===== src/rtl/dao_pkg.sv =====
// Package with constants, types and register map of the dual converter output.
package dao_pkg;

  // ----------------------------------------------------------------
  // Sample word layout
  // ----------------------------------------------------------------
  localparam int DAO_WORD_W = 10;
  localparam int DAO_MSB    = 9;

  typedef struct packed {
    logic                  over;
    logic [DAO_WORD_W-1:0] word;
  } dao_sample_t;

  localparam dao_sample_t DAO_SAMPLE_RST = '{over: 1'b0, word: 10'h000};

  // ----------------------------------------------------------------
  // Static pin group, sampled through the synchroniser
  // ----------------------------------------------------------------
  typedef struct packed {
    logic [1:0] band;
    logic       style;
    logic       sleep_b;
    logic       sleep_a;
  } dao_pins_t;

  localparam int DAO_PINS_W = 5;

  // Level bands of the format and duty selection input.
  localparam logic [1:0] DAO_BAND_TWOS_DCC   = 2'h0;
  localparam logic [1:0] DAO_BAND_OFFS_NODCC = 2'h1;
  localparam logic [1:0] DAO_BAND_TWOS_NODCC = 2'h2;
  localparam logic [1:0] DAO_BAND_OFFS_DCC   = 2'h3;

  // Output style select level meaning the double-data-rate pairs.
  localparam logic DAO_STYLE_DDR = 1'b1;

  // ----------------------------------------------------------------
  // Timing
  // ----------------------------------------------------------------
  // Cycles between a synchronised sample clock edge and the matching strobe edge.
  localparam int DAO_STROBE_LAG = 2;

  // ----------------------------------------------------------------
  // Output phase states
  // ----------------------------------------------------------------
  typedef enum logic [1:0] {
    DAO_IDLE,
    DAO_SLOT_A,
    DAO_SLOT_B
  } dao_phase_t;

  // ----------------------------------------------------------------
  // Register map
  // ----------------------------------------------------------------
  localparam int         DAO_ADDR_W      = 8;
  localparam logic [7:0] DAO_OFF_CTRL    = 8'h00;
  localparam logic [7:0] DAO_OFF_STATE   = 8'h04;
  localparam logic [7:0] DAO_OFF_IRQ_ST  = 8'h08;
  localparam logic [7:0] DAO_OFF_IRQ_EN  = 8'h0c;
  localparam logic [7:0] DAO_OFF_IRQ_CLR = 8'h10;

  localparam int         DAO_IRQ_W       = 2;
  localparam int         DAO_IRQ_OVR_A   = 0;
  localparam int         DAO_IRQ_OVR_B   = 1;
  localparam logic [1:0] DAO_IRQ_EN_RST  = 2'h0;
  localparam logic       DAO_CTRL_RST    = 1'b1;

endpackage : dao_pkg


===== src/rtl/dao_output.sv =====
// Digital output side of a dual 10-bit sampling converter.
`timescale 1ns/1ps
// Behaviour
// - Both channels are sampled on each rising edge of the sample clock.
// - A high sleep input puts its channel in reduced power; low runs it.
// - Style select high gives double-data-rate pairs; low gives parallel words.
// - Double-data-rate mode drives ten pairs interleaving channel A and B.
// - Channel A is ready at strobe rising, channel B at strobe falling.
// - Shared range flag follows the same interleaved A and B timing.
// - A range flag is high while its channel input is out of range.
// - Parallel mode puts channel A on its own word, bit 0 least significant.
// - Parallel mode puts channel B on a separate word, bit 0 least significant.
// - Channel A strobe runs at sample rate; A data valid on its rising edge.
// - Channel B strobe runs at sample rate; B data valid on its rising edge.
// - Parallel mode gives each channel a dedicated range flag output.
// - One selection input chooses both data format and duty correction.
// - Bands: twos+dcc, offset, twos, offset+dcc from lowest to highest.
module dao_output
  import dao_pkg::*;
(
  input  wire logic                  mclk,
  input  wire logic                  resetn,
  input  wire logic                  ce,
  input  wire logic                  sample_clk,
  input  wire logic [DAO_WORD_W-1:0] conv_a_raw,
  input  wire logic [DAO_WORD_W-1:0] conv_b_raw,
  input  wire logic                  conv_a_over,
  input  wire logic                  conv_b_over,
  input  wire logic                  sleep_chan_a,
  input  wire logic                  sleep_chan_b,
  input  wire logic                  output_style_select,
  input  wire logic [1:0]            format_and_duty_select,
  input  wire logic [DAO_ADDR_W-1:0] bus_addr,
  input  wire logic [31:0]           bus_wdata,
  input  wire logic                  bus_wr,
  input  wire logic                  bus_rd,
  output logic      [31:0]           bus_rdata,
  output logic      [DAO_WORD_W-1:0] interleaved_bit_pairs,
  output logic                       range_flag_pair,
  output logic                       ddr_capture_strobe,
  output logic      [DAO_WORD_W-1:0] chan_a_word,
  output logic      [DAO_WORD_W-1:0] chan_b_word,
  output logic                       chan_a_strobe,
  output logic                       chan_b_strobe,
  output logic                       range_flag_a,
  output logic                       range_flag_b,
  output logic                       duty_correction,
  output logic                       sleep_a_active,
  output logic                       sleep_b_active,
  output logic                       irq
);

  // ----------------------------------------------------------------
  // Input synchronisation
  // ----------------------------------------------------------------
  dao_pins_t pins_raw;
  dao_pins_t pins_s;
  logic      sclk_s;
  logic      sclk_d_reg;

  assign pins_raw = '{band:    format_and_duty_select,
                      style:   output_style_select,
                      sleep_b: sleep_chan_b,
                      sleep_a: sleep_chan_a};

  dao_sync #(.W(DAO_PINS_W)) u_pin_sync (
    .mclk   (mclk),
    .resetn (resetn),
    .ce     (ce),
    .d      (pins_raw),
    .q      (pins_s)
  );

  dao_sync #(.W(1)) u_sclk_sync (
    .mclk   (mclk),
    .resetn (resetn),
    .ce     (ce),
    .d      (sample_clk),
    .q      (sclk_s)
  );

  always_ff @(posedge mclk) begin
    if (!resetn) begin
      sclk_d_reg <= 1'b0;
    end else if (ce) begin
      sclk_d_reg <= sclk_s;
    end
  end

  // ----------------------------------------------------------------
  // Edge detection and mode decode
  // ----------------------------------------------------------------
  wire sclk_rise = sclk_s & ~sclk_d_reg;
  wire sclk_fall = ~sclk_s & sclk_d_reg;

  wire style_ddr = (pins_s.style == DAO_STYLE_DDR);

  wire fmt_twos = (pins_s.band == DAO_BAND_TWOS_DCC) |
                  (pins_s.band == DAO_BAND_TWOS_NODCC);
  wire dcc_on   = (pins_s.band == DAO_BAND_TWOS_DCC) |
                  (pins_s.band == DAO_BAND_OFFS_DCC);

  // ----------------------------------------------------------------
  // Register file
  // ----------------------------------------------------------------
  logic                 outputs_on_reg;
  logic [DAO_IRQ_W-1:0] irq_st_reg;
  logic [DAO_IRQ_W-1:0] irq_st_next;
  logic [DAO_IRQ_W-1:0] irq_en_reg;
  logic [31:0]          rdata_reg;
  logic [31:0]          rdata_next;
  logic [DAO_IRQ_W-1:0] irq_event;

  wire sel_ctrl    = (bus_addr == DAO_OFF_CTRL);
  wire sel_state   = (bus_addr == DAO_OFF_STATE);
  wire sel_irq_st  = (bus_addr == DAO_OFF_IRQ_ST);
  wire sel_irq_en  = (bus_addr == DAO_OFF_IRQ_EN);
  wire sel_irq_clr = (bus_addr == DAO_OFF_IRQ_CLR);

  wire [DAO_IRQ_W-1:0] irq_clr =
    (bus_wr && sel_irq_clr) ? bus_wdata[DAO_IRQ_W-1:0] : '0;

  // A new event wins over a clear in the same cycle.
  assign irq_st_next = (irq_st_reg & ~irq_clr) | irq_event;

  wire [31:0] state_word = {24'h000000, 1'b0, fmt_twos, dcc_on,
                            pins_s.band, style_ddr,
                            pins_s.sleep_b, pins_s.sleep_a};

  assign rdata_next =
    !bus_rd    ? 32'h00000000 :
    sel_ctrl   ? {31'h00000000, outputs_on_reg} :
    sel_state  ? state_word :
    sel_irq_st ? {30'h00000000, irq_st_reg} :
    sel_irq_en ? {30'h00000000, irq_en_reg} :
                 32'h00000000;

  always_ff @(posedge mclk) begin
    if (!resetn) begin
      outputs_on_reg <= DAO_CTRL_RST;
      irq_en_reg     <= DAO_IRQ_EN_RST;
      irq_st_reg     <= '0;
      rdata_reg      <= 32'h00000000;
    end else if (ce) begin
      if (bus_wr && sel_ctrl) begin
        outputs_on_reg <= bus_wdata[0];
      end
      if (bus_wr && sel_irq_en) begin
        irq_en_reg <= bus_wdata[DAO_IRQ_W-1:0];
      end
      irq_st_reg <= irq_st_next;
      rdata_reg  <= rdata_next;
    end
  end

  assign bus_rdata = rdata_reg;
  assign irq       = |(irq_st_reg & irq_en_reg);

  // ----------------------------------------------------------------
  // Sample capture and formatting
  // ----------------------------------------------------------------
  dao_sample_t conv_a;
  dao_sample_t conv_b;
  dao_sample_t cap_a_reg;
  dao_sample_t cap_b_reg;
  dao_sample_t cap_a_next;
  dao_sample_t cap_b_next;

  assign conv_a = '{over: conv_a_over, word: conv_a_raw};
  assign conv_b = '{over: conv_b_over, word: conv_b_raw};

  // Converts an offset binary result to the selected format. A sleeping
  // channel reads as all zero with its range flag low.
  function automatic dao_sample_t dao_fmt(input dao_sample_t s,
                                          input logic        sleep,
                                          input logic        twos);
    dao_sample_t r;
    r = s;
    if (twos) begin
      r.word[DAO_MSB] = ~s.word[DAO_MSB];
    end
    if (sleep) begin
      r = DAO_SAMPLE_RST;
    end
    return r;
  endfunction : dao_fmt

  assign cap_a_next = dao_fmt(conv_a, pins_s.sleep_a, fmt_twos);
  assign cap_b_next = dao_fmt(conv_b, pins_s.sleep_b, fmt_twos);

  always_ff @(posedge mclk) begin
    if (!resetn) begin
      cap_a_reg <= DAO_SAMPLE_RST;
      cap_b_reg <= DAO_SAMPLE_RST;
    end else if (ce && sclk_rise) begin
      cap_a_reg <= cap_a_next;
      cap_b_reg <= cap_b_next;
    end
  end

  // Range events are raised once per sample while a channel is over range.
  assign irq_event[DAO_IRQ_OVR_A] = ce & sclk_rise & cap_a_next.over;
  assign irq_event[DAO_IRQ_OVR_B] = ce & sclk_rise & cap_b_next.over;

  // ----------------------------------------------------------------
  // Output phase tracking
  // ----------------------------------------------------------------
  dao_phase_t phase_reg;
  dao_phase_t phase_next;

  always_comb begin
    phase_next = phase_reg;
    case (phase_reg)
      DAO_IDLE: begin
        if (sclk_rise) begin
          phase_next = DAO_SLOT_A;
        end
      end
      DAO_SLOT_A: begin
        if (sclk_fall) begin
          phase_next = DAO_SLOT_B;
        end
      end
      DAO_SLOT_B: begin
        if (sclk_rise) begin
          phase_next = DAO_SLOT_A;
        end
      end
      default: begin
        phase_next = DAO_IDLE;
      end
    endcase
  end

  always_ff @(posedge mclk) begin
    if (!resetn) begin
      phase_reg <= DAO_IDLE;
    end else if (ce) begin
      phase_reg <= phase_next;
    end
  end

  wire running = (phase_reg != DAO_IDLE) & outputs_on_reg;

  // ----------------------------------------------------------------
  // Strobe generation
  // ----------------------------------------------------------------
  logic [DAO_STROBE_LAG-1:0] lag_reg;

  // Delaying the sample clock gives data setup ahead of each edge.
  always_ff @(posedge mclk) begin
    if (!resetn) begin
      lag_reg <= '0;
    end else if (ce) begin
      lag_reg <= {lag_reg[DAO_STROBE_LAG-2:0], sclk_s};
    end
  end

  wire strobe_base = lag_reg[DAO_STROBE_LAG-1] & running;

  assign ddr_capture_strobe = strobe_base & style_ddr;
  assign chan_a_strobe      = strobe_base & ~style_ddr;
  assign chan_b_strobe      = strobe_base & ~style_ddr;

  // ----------------------------------------------------------------
  // Output words
  // ----------------------------------------------------------------
  dao_sample_t pair_reg;
  dao_sample_t pair_next;
  dao_sample_t par_a_reg;
  dao_sample_t par_b_reg;
  dao_sample_t par_a_next;
  dao_sample_t par_b_next;
  dao_sample_t slot_b_reg;

  wire ddr_on = outputs_on_reg & style_ddr;
  wire par_on = outputs_on_reg & ~style_ddr;

  // interleave A then B on one bus
  // flag rides in the same slot
  assign pair_next = !ddr_on   ? DAO_SAMPLE_RST :
                     sclk_rise ? cap_a_reg :
                     sclk_fall ? slot_b_reg :
                                 pair_reg;

  assign par_a_next = !par_on   ? DAO_SAMPLE_RST :
                      sclk_rise ? cap_a_reg :
                                  par_a_reg;
  assign par_b_next = !par_on   ? DAO_SAMPLE_RST :
                      sclk_rise ? cap_b_reg :
                                  par_b_reg;

  // one sample per period, one period of latency, except one and a half periods for B in pair style
  always_ff @(posedge mclk) begin
    if (!resetn) begin
      pair_reg   <= DAO_SAMPLE_RST;
      par_a_reg  <= DAO_SAMPLE_RST;
      par_b_reg  <= DAO_SAMPLE_RST;
      slot_b_reg <= DAO_SAMPLE_RST;
    end else if (ce) begin
      pair_reg  <= pair_next;
      par_a_reg <= par_a_next;
      par_b_reg <= par_b_next;
      if (sclk_rise) begin
        slot_b_reg <= cap_b_reg;
      end
    end
  end

  // ----------------------------------------------------------------
  // Pin outputs
  // ----------------------------------------------------------------
  logic dcc_reg;
  logic sleep_a_reg;
  logic sleep_b_reg;

  always_ff @(posedge mclk) begin
    if (!resetn) begin
      dcc_reg     <= 1'b0;
      sleep_a_reg <= 1'b0;
      sleep_b_reg <= 1'b0;
    end else if (ce) begin
      dcc_reg     <= dcc_on;
      sleep_a_reg <= pins_s.sleep_a;
      sleep_b_reg <= pins_s.sleep_b;
    end
  end

  assign interleaved_bit_pairs = pair_reg.word;
  assign range_flag_pair       = pair_reg.over;
  assign chan_a_word           = par_a_reg.word;
  assign chan_b_word           = par_b_reg.word;
  assign range_flag_a          = par_a_reg.over;
  assign range_flag_b          = par_b_reg.over;
  assign duty_correction       = dcc_reg;
  assign sleep_a_active        = sleep_a_reg;
  assign sleep_b_active        = sleep_b_reg;

endmodule : dao_output


===== src/rtl/dao_sync.sv =====
// Two flip-flop synchroniser for a group of asynchronous levels.
`timescale 1ns/1ps
module dao_sync #(
  parameter int W = 1
) (
  input  wire logic         mclk,
  input  wire logic         resetn,
  input  wire logic         ce,
  input  wire logic [W-1:0] d,
  output logic      [W-1:0] q
);

  logic [W-1:0] meta_reg;
  logic [W-1:0] q_reg;

  // The first stage is read only by the second.
  always_ff @(posedge mclk) begin
    if (!resetn) begin
      meta_reg <= '0;
      q_reg    <= '0;
    end else if (ce) begin
      meta_reg <= d;
      q_reg    <= meta_reg;
    end
  end

  assign q = q_reg;

endmodule : dao_sync


===== config.mk =====
export PLATFORM = sky130hd
export DESIGN_NAME = dao_output
export DESIGN_NICKNAME = d
export VERILOG_FILES = /design/src/rtl/dao_pkg.sv /design/src/rtl/dao_output.sv /design/src/rtl/dao_sync.sv
export SDC_FILE = /design/constraint.sdc
export NUM_CORES = 1
export LEC_CHECK = 0
export BUFFER_PORTS_ARGS = -buffer_cell sky130_fd_sc_hd__buf_2
export CORE_UTILIZATION = 50
export DETAILED_ROUTE_END_ITERATION = 10
export MAX_ROUTING_LAYER = met4
export PLACE_DENSITY_LB_ADDON = 0.3
export REMOVE_ABC_BUFFERS = 1
export SLEW_MARGIN = 20
export SYNTH_ARGS = -nofsm -noshare
export SYNTH_HDL_FRONTEND = slang
export SYNTH_SLANG_ARGS = --single-unit

===== constraint.sdc =====
create_clock -name mclk -period 2 [get_ports mclk]
set_input_delay 0.2 -clock mclk [delete_from_list [all_inputs] [get_ports mclk]]
set_output_delay 0.2 -clock mclk [all_outputs]
set_load 0.03 [all_outputs]

==> results.md, run 1 <==
* Clk buf depth at 2
* Worst setup EP type: flip-flop
* Buf/Inv on CP at 2
* Area of the multi-input gates at 1930 um2
* Die Wd at 93.8 um
* Largest net degree at the start of global routing at 66
* CTS Buf Count at 9
* Setup TNS at 0 ns
* Worst-path maximum fanout at 10
* Ant diodes at 0
* Pleak at 1.89 nW
* Slowest stage delay, CP at 0.41 ns
* # rows at 33
* Critical path type: flip-flop to flip-flop
* Primary FF master, synth: dfxtp_1
* Final wirelength at 9.52 mm
* Clock skew at 0.0122 ns
* CTS Root Cell: clkbuf_8
* Yosys top cell area share at 46.1%
* Synth top area cells: dfxtp_1 46%, a21oi_1 9.0%, nand2_1 6.5%, mux2i_1 6.4%, buf_4 4.8%
* Seq/Total Area, Yosys at 46.1%
* Hold WS at 0.0770 ns
* Post-DP HPWL at 6.47 mm
* Die Ht at 93.8 um
* Gr ovfl total at 0
* Initial antenna violation count at 0
* RSZ-0062 raised after global routing: no
* DR DRC count at 0
* CTS tree: done
* Maxcap violations at 0
* Storage element area at 1940 um2
* Worst slack, placed at 0.393 ns
* Fin crit period at 1.65 ns
* Cells after Synth at 486
* Post-CTS sizing at 0
* Synth warn at 0
* Clock latency on the worst-skew pair at 0.35 ns
* Post-CTS Setup Bufs at 0
* Vias in the first global route at 3096
* Vias at 3562
* Layout cells sized above 1 at 22.8%
* WL/cell at 14.2 um
* PwrDens at 745 nW/um2
* CTS Hold Bufs at 0
* Required time worst endpoint at 2.29 ns
* Final ANT Viol Nets at 0
* Post-synth EDFFs at 0
* Status: finished clean
* Post-synth cell types at 47
* Slew Viols, Final at 0
* Slowest-stage cell, CP: or4_1
* GRT Overall Usage at 22.7%
* DRT iter0 DRCs at 236
* DR vias/cell at 5.32
* CP Data Arrival Time at 1.94 ns
* CTS Sinks at 97
* Pre-antenna DRT Iters at 4
* Maximum vdd drop at 0.399 mV
* Crit path max-delay family: simple AND/OR/NAND/NOR gates
* Worst-path clk slew at 0.09 ns
* Final nets at 637
* # IOs at 145
* Worst-Margin Slew at 0.607 ns
* Setup violations, final at 0
* Final worst slack at 0.348 ns
* Post-synthesis cell area at 4220 um2
* # port buffers at 89
* CTS H-tree depth at 3
* Synth area leader: dfxtp_1
* Fin crit share at 82.6%
* Critical path cell sequence: inv_1 > ha_1 > buf_4 > mux2i_1 > or4_1 > a21oi_1
* Worst Hold Class: input pin to flip-flop
* Rel. slew slack at 59.5%
* Fill count at 763
* Crit path launch type: flip-flop
* First-pass GRT wire length at 15.3 mm
* Initial Utilization at 51.6%
* Avg Inst Size Synth at 8.68 um2
* Gpl congestion at 0.861
* Peak Freq at 605 MHz
* Yosys reg bits at 97
* Core Footprint at 8180 um2
* Die ar. at 8800 um2
* Fin. Hold Viols at 0
* Syn-to-layout area delta at 13.6%
* Post-synth ARST share at 0%
-- logic make-up after synthesis --
group / count (synthesis) / synth area share [%]
AND/OR/NAND/NOR: 158 / 19.3
flip-flops: 97 / 46.1
other: 1 / 0.0889
adder cells (fa/ha/maj): 4 / 1.19
buffers and inverters: 71 / 10.5
multiplexers: 29 / 7.21
AO/OA/AOI/OAI: 126 / 15.6
-- through the flow --
step                      instances  utilization [%]  total power [mW]  cell area, um2
after floorplan                 447                -              2.19            3890
after global placement          654             56.1              2.31            4580
after detailed placement        654             56.1              2.31            4580
after CTS                       670             58.6              3.58            4790
after global routing            670             58.6              3.71            4790
final                           670             58.6              3.57            4790
-- power by group --
part	switching, mW	internal (mW)
sequential	0.0193	1.95
clock	0.679	0.620
combinational	0.207	0.0906
total	0.905	2.66
-- layout by cell type (no fill, tap or decap), drive strengths merged, types with 2 or more instances in the layout --
cell type and n:
nor3 4, nand4 6, dfxtp 97, o31ai 2, mux2i 27, conb 25, nand3 9, and4bb 2
buf 102, or4 12, clkbuf 11, and4b 2, and2 2, or4b 2, nor2b 2, inv 9
nand3b 14, clkinvlp 2, o21ai 40, nand2 75, nand4b 2, nor2 21, a21oi 76, ha 4
-- synth_stat cells, types with 2 or more instances --
cell type	instances
a21oi_1	76
and4bb_2	2
buf_2	11
buf_4	27
buf_6	2
clkbuf_1	18
clkbuf_8	3
dfxtp_1	97
ha_1	4
inv_1	7
mux2i_1	27
nand2_1	73
nand2_2	2
nand3_1	9
nand3b_1	14
nand4_1	6
nand4b_1	2
nor2_1	21
nor2b_1	2
nor3_1	4
o21ai_0	40
o31ai_1	2
or4_1	12
or4b_1	2
-- path summary, 6_finish.rpt --
path | to | startpoint | slack [ns] | cells after the start
worst min register to register | slot_b_reg[7] | slot_b_reg[7] | 0.46 | 2
worst max-delay path | interleaved_bit_pairs[7] | lag_reg[0] | 0.35 | 6
worst min-delay path | irq_st_reg[0] | bus_wdata[0] | 0.08 | 2
worst max register to register | interleaved_bit_pairs[7] | lag_reg[0] | 0.35 | 6
-- area by class of cell --
class	instances	area share (%)
Clock buffer	11	2.95
Clock inverter	5	1.31
Inverter	8	0.627
Multi-Input combinational cell	342	40.2
Sequential cell	97	40.6
Tap cell	105	2.74
Timing Repair Buffer	102	11.6
-- per-layer routing --
layer / vias to the layer above / track usage [%] / wire length [um]
met5: - / - / 0
met4: 0 / 8.08 / 169
met3: 12 / 2.75 / 445
met2: 101 / 34.5 / 4410
met1: 1660 / 31.2 / 4500
li1: 1789 / - / -
Note: power is estimated with default switching activity, not from simulation.
==> run 2, diff against run 1 <==
--- a/config.mk
+++ b/config.mk
@@ -6,7 +6,7 @@
 export NUM_CORES = 1
 export LEC_CHECK = 0
 export BUFFER_PORTS_ARGS = -buffer_cell sky130_fd_sc_hd__buf_2
-export CORE_UTILIZATION = 50
+export CORE_UTILIZATION = 45
 export DETAILED_ROUTE_END_ITERATION = 10
 export MAX_ROUTING_LAYER = met4
 export PLACE_DENSITY_LB_ADDON = 0.3
==> constraint.sdc (replaced) <==
create_clock -name mclk -period 1.4 [get_ports mclk]
set_input_delay 0.14 -clock mclk [delete_from_list [all_inputs] [get_ports mclk]]
set_output_delay 0.14 -clock mclk [all_outputs]
set_load 0.03 [all_outputs]
==> results.md, run 2 (synthesized netlist as in run 1, its figures left out) <==
* Status: complete, but fails checks
* Failing checks: negative setup slack
* Critical path type: flip-flop to flip-flop
* Critical path cell sequence: buf_4 > ha_4 > or4_1 > a21oi_2
* Final wirelength at 10.8 mm
* DR vias/cell at 5.47
* # IOs at 145
* Cell Count, Final, Fillers Out at 693
* DR DRC count at 0
* Peak Freq at 659 MHz
* DP Area at 4740 um2
* Worst-path clk slew at 0.10 ns
* Worst slack, placed at -0.245 ns
* GRT Overall Usage at 22.7%
* Setup violations, final at 33
* Commonest non-fill, non-tap cell in the layout: dfxtp_1
* Vias in the first global route at 3532
* Crit path max-delay family: simple AND/OR/NAND/NOR gates
* Fin crit share at 108%
* Crit path launch type: flip-flop
* Worst setup EP type: flip-flop
* Slowest stage delay, CP at 0.54 ns
* Maxcap violations at 0
* Initial Utilization at 47.4%
* CTS Sinks at 97
* DRT iter0 DRCs at 287
* Fill count at 755
* First-pass GRT wire length at 17.2 mm
* Post-DP HPWL at 7.05 mm
* Layout cells sized above 1 at 34.9%
* Die ar. at 9760 um2
* Final Util at 60.5%
* Slowest-stage cell, CP: or4_1
* CTS Root Cell: clkbuf_8
* Gpl congestion at 0.926
* Clk buf depth at 2
* Required time worst endpoint at 1.69 ns
* Pre-antenna DRT Iters at 4
* Final nets at 658
* DP Cell Count at 669
* Worst-path maximum fanout at 12
* Final Cell Area at 5380 um2
* Largest net degree at the start of global routing at 54
* # port buffers at 89
* Final ANT Viol Nets at 0
* Fin crit period at 1.52 ns
* CTS tree: done
* PwrDens at 994 nW/um2
* Die Ht at 98.8 um
* # rows at 34
* Syn-to-layout area delta at 27.7%
* CP Data Arrival Time at 1.80 ns
* Gr ovfl total at 0
* Setup TNS at -2.19 ns
* Slew Viols, Final at 0
* Ant diodes at 0
* WL/cell at 15.6 um
* Initial antenna violation count at 0
* RSZ-0062 raised after global routing: yes
* Clock latency on the worst-skew pair at 0.35 ns
* Worst Hold Class: input pin to flip-flop
* CTS Buf Count at 9
* Die Wd at 98.8 um
* CTS Hold Bufs at 0
* Clock skew at 0.0114 ns
* Buf/Inv on CP at 1
* CTS H-tree depth at 3
* Vias at 3790
* Final worst slack at -0.117 ns
* Core Footprint at 8890 um2
* Fin. Hold Viols at 0
* Most frequent cells in the layout: 90 x dfxtp_1, 86 x buf_2, 64 x nand2_1
* Maximum vdd drop at 0.431 mV
* Pleak at 2.20 nW
==> run 2: what timing repair did <==
item / in CTS / in global routing
buffers inserted: 4 / 2
endpoints found under the setup margin: 70 / 61
endpoints found under the hold margin: 0 / 0
resized for setup: 31 / 72
gates cloned: 2 / 1
pin swaps: 9 / 25
==> run 2: stage by stage <==
step,hold slack [ns],total power [mW]
after floorplan,0.212,3.12
after global placement,0.378,3.33
after detailed placement,0.380,3.33
after CTS,0.00772,5.32
after global routing,0.00528,5.54
final,0.0159,5.35
==> run 2: final cells by class <==
type | count | area (um2) | area share, %
clock buffer | 10 | 138 | 2.56
clock inverter | 5 | 78.8 | 1.46
inverter | 8 | 30.0 | 0.558
multi-input combinational | 342 | 2170 | 40.3
sequential | 97 | 1960 | 36.4
tap | 108 | 135 | 2.51
timing repair buffer | 123 | 873 | 16.2
==> run 2: power breakdown <==
part / switching [mW] / internal (mW) / leakage [nW]
clock: 0.961 / 1.05 / 0.113
sequential: 0.0248 / 2.78 / 0.787
combinational: 0.339 / 0.191 / 1.30
total: 1.33 / 4.02 / 2.20
==> run 2: final timing paths <==
kind | start | endpoint | slack, ns | cells past startpoint
min | format_and_duty_select[1] | u_pin_sync.meta_reg[4] | 0.02 | 3
max | lag_reg[0] | interleaved_bit_pairs[1] | -0.12 | 4
max reg2reg | lag_reg[0] | interleaved_bit_pairs[1] | -0.12 | 4
min reg2reg | slot_b_reg[9] | slot_b_reg[9] | 0.47 | 2
==> run 2: tightest hold or removal path, stage by stage <==
cell and delay, ns:
buf_2 0.07, mux2i_1 0.05, nor2_1 0.07
==> run 2: routing by layer <==
metal	part of all wire, %	routed length (um)	global-route usage, %
met1	45	4850	30.9
met2	49	5290	35.0
met3	5.1	549	3.40
met4	1.3	144	6.77
met5	0	0	-
==> run 3, diff against run 2 <==
--- a/config.mk
+++ b/config.mk
@@ -5,11 +5,13 @@
 export SDC_FILE = /design/constraint.sdc
 export NUM_CORES = 1
 export LEC_CHECK = 0
+export ABC_AREA = 1
 export BUFFER_PORTS_ARGS = -buffer_cell sky130_fd_sc_hd__buf_2
 export CORE_UTILIZATION = 45
 export DETAILED_ROUTE_END_ITERATION = 10
 export MAX_ROUTING_LAYER = met4
 export PLACE_DENSITY_LB_ADDON = 0.3
+export RECOVER_POWER = 100
 export REMOVE_ABC_BUFFERS = 1
 export SLEW_MARGIN = 20
 export SYNTH_ARGS = -nofsm -noshare
==> constraint.sdc (replaced) <==
create_clock -name mclk -period 1.3 [get_ports mclk]
set_input_delay 0.13 -clock mclk [delete_from_list [all_inputs] [get_ports mclk]]
set_output_delay 0.13 -clock mclk [all_outputs]
set_load 0.03 [all_outputs]
==> results.md, run 3 <==
* # rows at 34
* # port buffers at 89
* Post-synthesis cell area at 4120 um2
* Worst Hold Class: input pin to flip-flop
* Slew Viols, Final at 0
* Required time worst endpoint at 1.56 ns
* Maximum vdd drop at 0.656 mV
* Post-synth cell types at 31
* Synth top area cells: dfxtp_1 47%, nand2_1 12%, a21oi_1 10%, buf_4 5.3%, nand3_1 4.1%
* Logic gate share of total power at 15.6%
* CTS Root Cell: clkbuf_8
* Fin crit period at 1.46 ns
* Yosys top cell area share at 47.1%
* Final ANT Viol Nets at 0
* Die Ht at 97.7 um
* Die Wd at 97.7 um
* Gr ovfl total at 0
* Gpl congestion at 0.800
* Syn-to-layout area delta at 34.4%
* Crit path launch type: flip-flop
* Status: complete, but fails checks
* Worst-path clk slew at 0.11 ns
* Worst setup EP type: flip-flop
* Hold WS at 0.00771 ns
* DR vias/cell at 5.12
* Post-DP HPWL at 6.68 mm
* Clock latency on the worst-skew pair at 0.37 ns
* Die ar. at 9550 um2
* Maxcap violations at 0
* Top-count cell post-synth: nand2_1
* CTS Buf Count at 9
* Internal at 4.18 mW
* First-pass GRT wire length at 16.7 mm
* Initial Utilization at 46.8%
* Pre-antenna DRT Iters at 7
* CTS tree: done
* # IOs at 145
* Setup violations, final at 57
* Largest net degree at the start of global routing at 32
* Power, Total at 5.93 mW
* Switching share of power at 29.5%
* Core Footprint at 8810 um2
* Post-synth ARST share at 0%
* Yosys reg bits at 97
* Peak Freq at 683 MHz
* CP Data Arrival Time at 1.72 ns
* Post-synth EDFFs at 0
* Fin crit share at 113%
* Clock skew at 0.0150 ns
* Vias at 3994
* Critical path type: flip-flop to flip-flop
* Cells after Synth at 545
* Worst slack, placed at -0.132 ns
* Flop pwr share at 52.5%
* Most frequent cells in the layout: 124 x nand2_1, 89 x dfxtp_1, 86 x buf_2
* Clk buf depth at 2
* PwrDens at 1070 nW/um2
* GRT Overall Usage at 22.0%
* WL/cell at 13.9 um
* Worst-path maximum fanout at 5
* RSZ-0062 raised after global routing: yes
* P_sw at 1.75 mW
* Vias in the first global route at 3665
* Primary FF master, synth: dfxtp_1
* Layout cells sized above 1 at 32.1%
* DP Cell Count at 734
* Initial antenna violation count at 0
* Cell Count, Final, Fillers Out at 780
* CTS Sinks at 97
* Final wirelength at 10.9 mm
* Fin. Hold Viols at 0
* Clock Power Share at 31.9%
* Final worst slack at -0.165 ns
* Failing checks: design-rule violations, negative setup slack
* Ant diodes at 0
* Avg Inst Size Synth at 7.56 um2
* Final nets at 744
* Top post-synthesis cells by count: 136 x nand2_1, 97 x dfxtp_1, 85 x a21oi_1, 36 x nor2_1, 34 x nand3_1
* Pleak at 2.30 nW
* DRT iter0 DRCs at 240
* Seq/Total Area, Yosys at 47.1%
* Setup TNS at -2.82 ns
* DR DRC count at 14
* Synth area leader: dfxtp_1
* Commonest non-fill, non-tap cell in the layout: nand2_1
* Synth warn at 0
* CTS H-tree depth at 3
-- run 3: changes by cell type after synthesis, sizes merged, moves of 5 or more --
cell	delta
nand2	+62
inv	+28
or4	-12
a21oi	+9
nand3	+26
buf	+5
o211ai	+9
mux2i	-27
o21ai	-11
nand3b	-13
nor2	+20
clkbuf	-10
-- run 3: final timing paths --
path                                      from                        to  slack [ns]  cells after the start
worst min-delay path             conv_a_raw[5]              cap_a_reg[5]       0.008                      3
worst max register to register   u_sclk_sync.q  interleaved_bit_pairs[6]       -0.16                      7
worst max-delay path             u_sclk_sync.q  interleaved_bit_pairs[6]       -0.16                      7
worst min register to register  chan_a_word[6]            chan_a_word[6]        0.46                      2
-- run 3: worst max-delay path, stage by stage, from the launching register on --
cell and delay (ns):
dfxtp_2 0.34, inv_1 0.05, ha_1 0.29, inv_2 0.05
o21ai_4 0.25, clkinv_4 0.15, o21ai_2 0.16, a21oi_1 0.07
-- run 3: power groups by stage --
stage,registers [mW],clock network (mW),logic [mW]
finish,3.11,1.89,0.928
global route,3.13,2.06,1.00
CTS,3.11,1.93,0.815
detailed placement,3.17,0,0.735
global placement,3.17,0,0.725
floorplan,3.21,0,0.367
-- run 3: layer usage --
layer  routed length [um]  GRT usage [%]
met1                 4900           28.1
met2                 5260           35.8
met3                  524           3.88
met4                  180           6.53
met5                    0              -
-- run 3: area by class of cell --
cell class                      instances  area, um2
Sequential cell                        97       1960
Tap cell                              108        135
Clock buffer                           11        141
Timing Repair Buffer                  143       1120
Clock inverter                          5       45.0
Inverter                               36        155
Timing Repair inverter                  2       15.0
Fill cell                             766       3260
Multi-Input combinational cell        378       1980
-- run 3: through the flow --
step / utilization (%) / cell area (um2)
detailed placement: 53.7 / 4730
global route: 62.9 / 5540
CTS: 59.5 / 5240
finish: 62.9 / 5540
floorplan: - / 3840
global placement: 53.7 / 4730
-- run 3: cells by family (layout without fill, tap and decap cells) --
kind of cell / Yosys count / after routing / synth area share [%]
xor+xnor: 2 / 2 / 0.425
buf+inv: 94 / 197 / 12.4
flops: 97 / 97 / 47.1
simple gates: 219 / 219 / 22.2
other cells: 1 / 25 / 0.0910
compound gates: 128 / 128 / 16.6
fa+ha+maj: 4 / 4 / 1.21
-- run 3: what timing repair did --
item,4_1_cts,5_1_grt
resized for setup,36,66
endpoints found under the hold margin,14,1
setup endpoints to repair,70,67
gates cloned,1,6
setup buffers,7,6
pin swaps,6,15
hold buffers,14,1
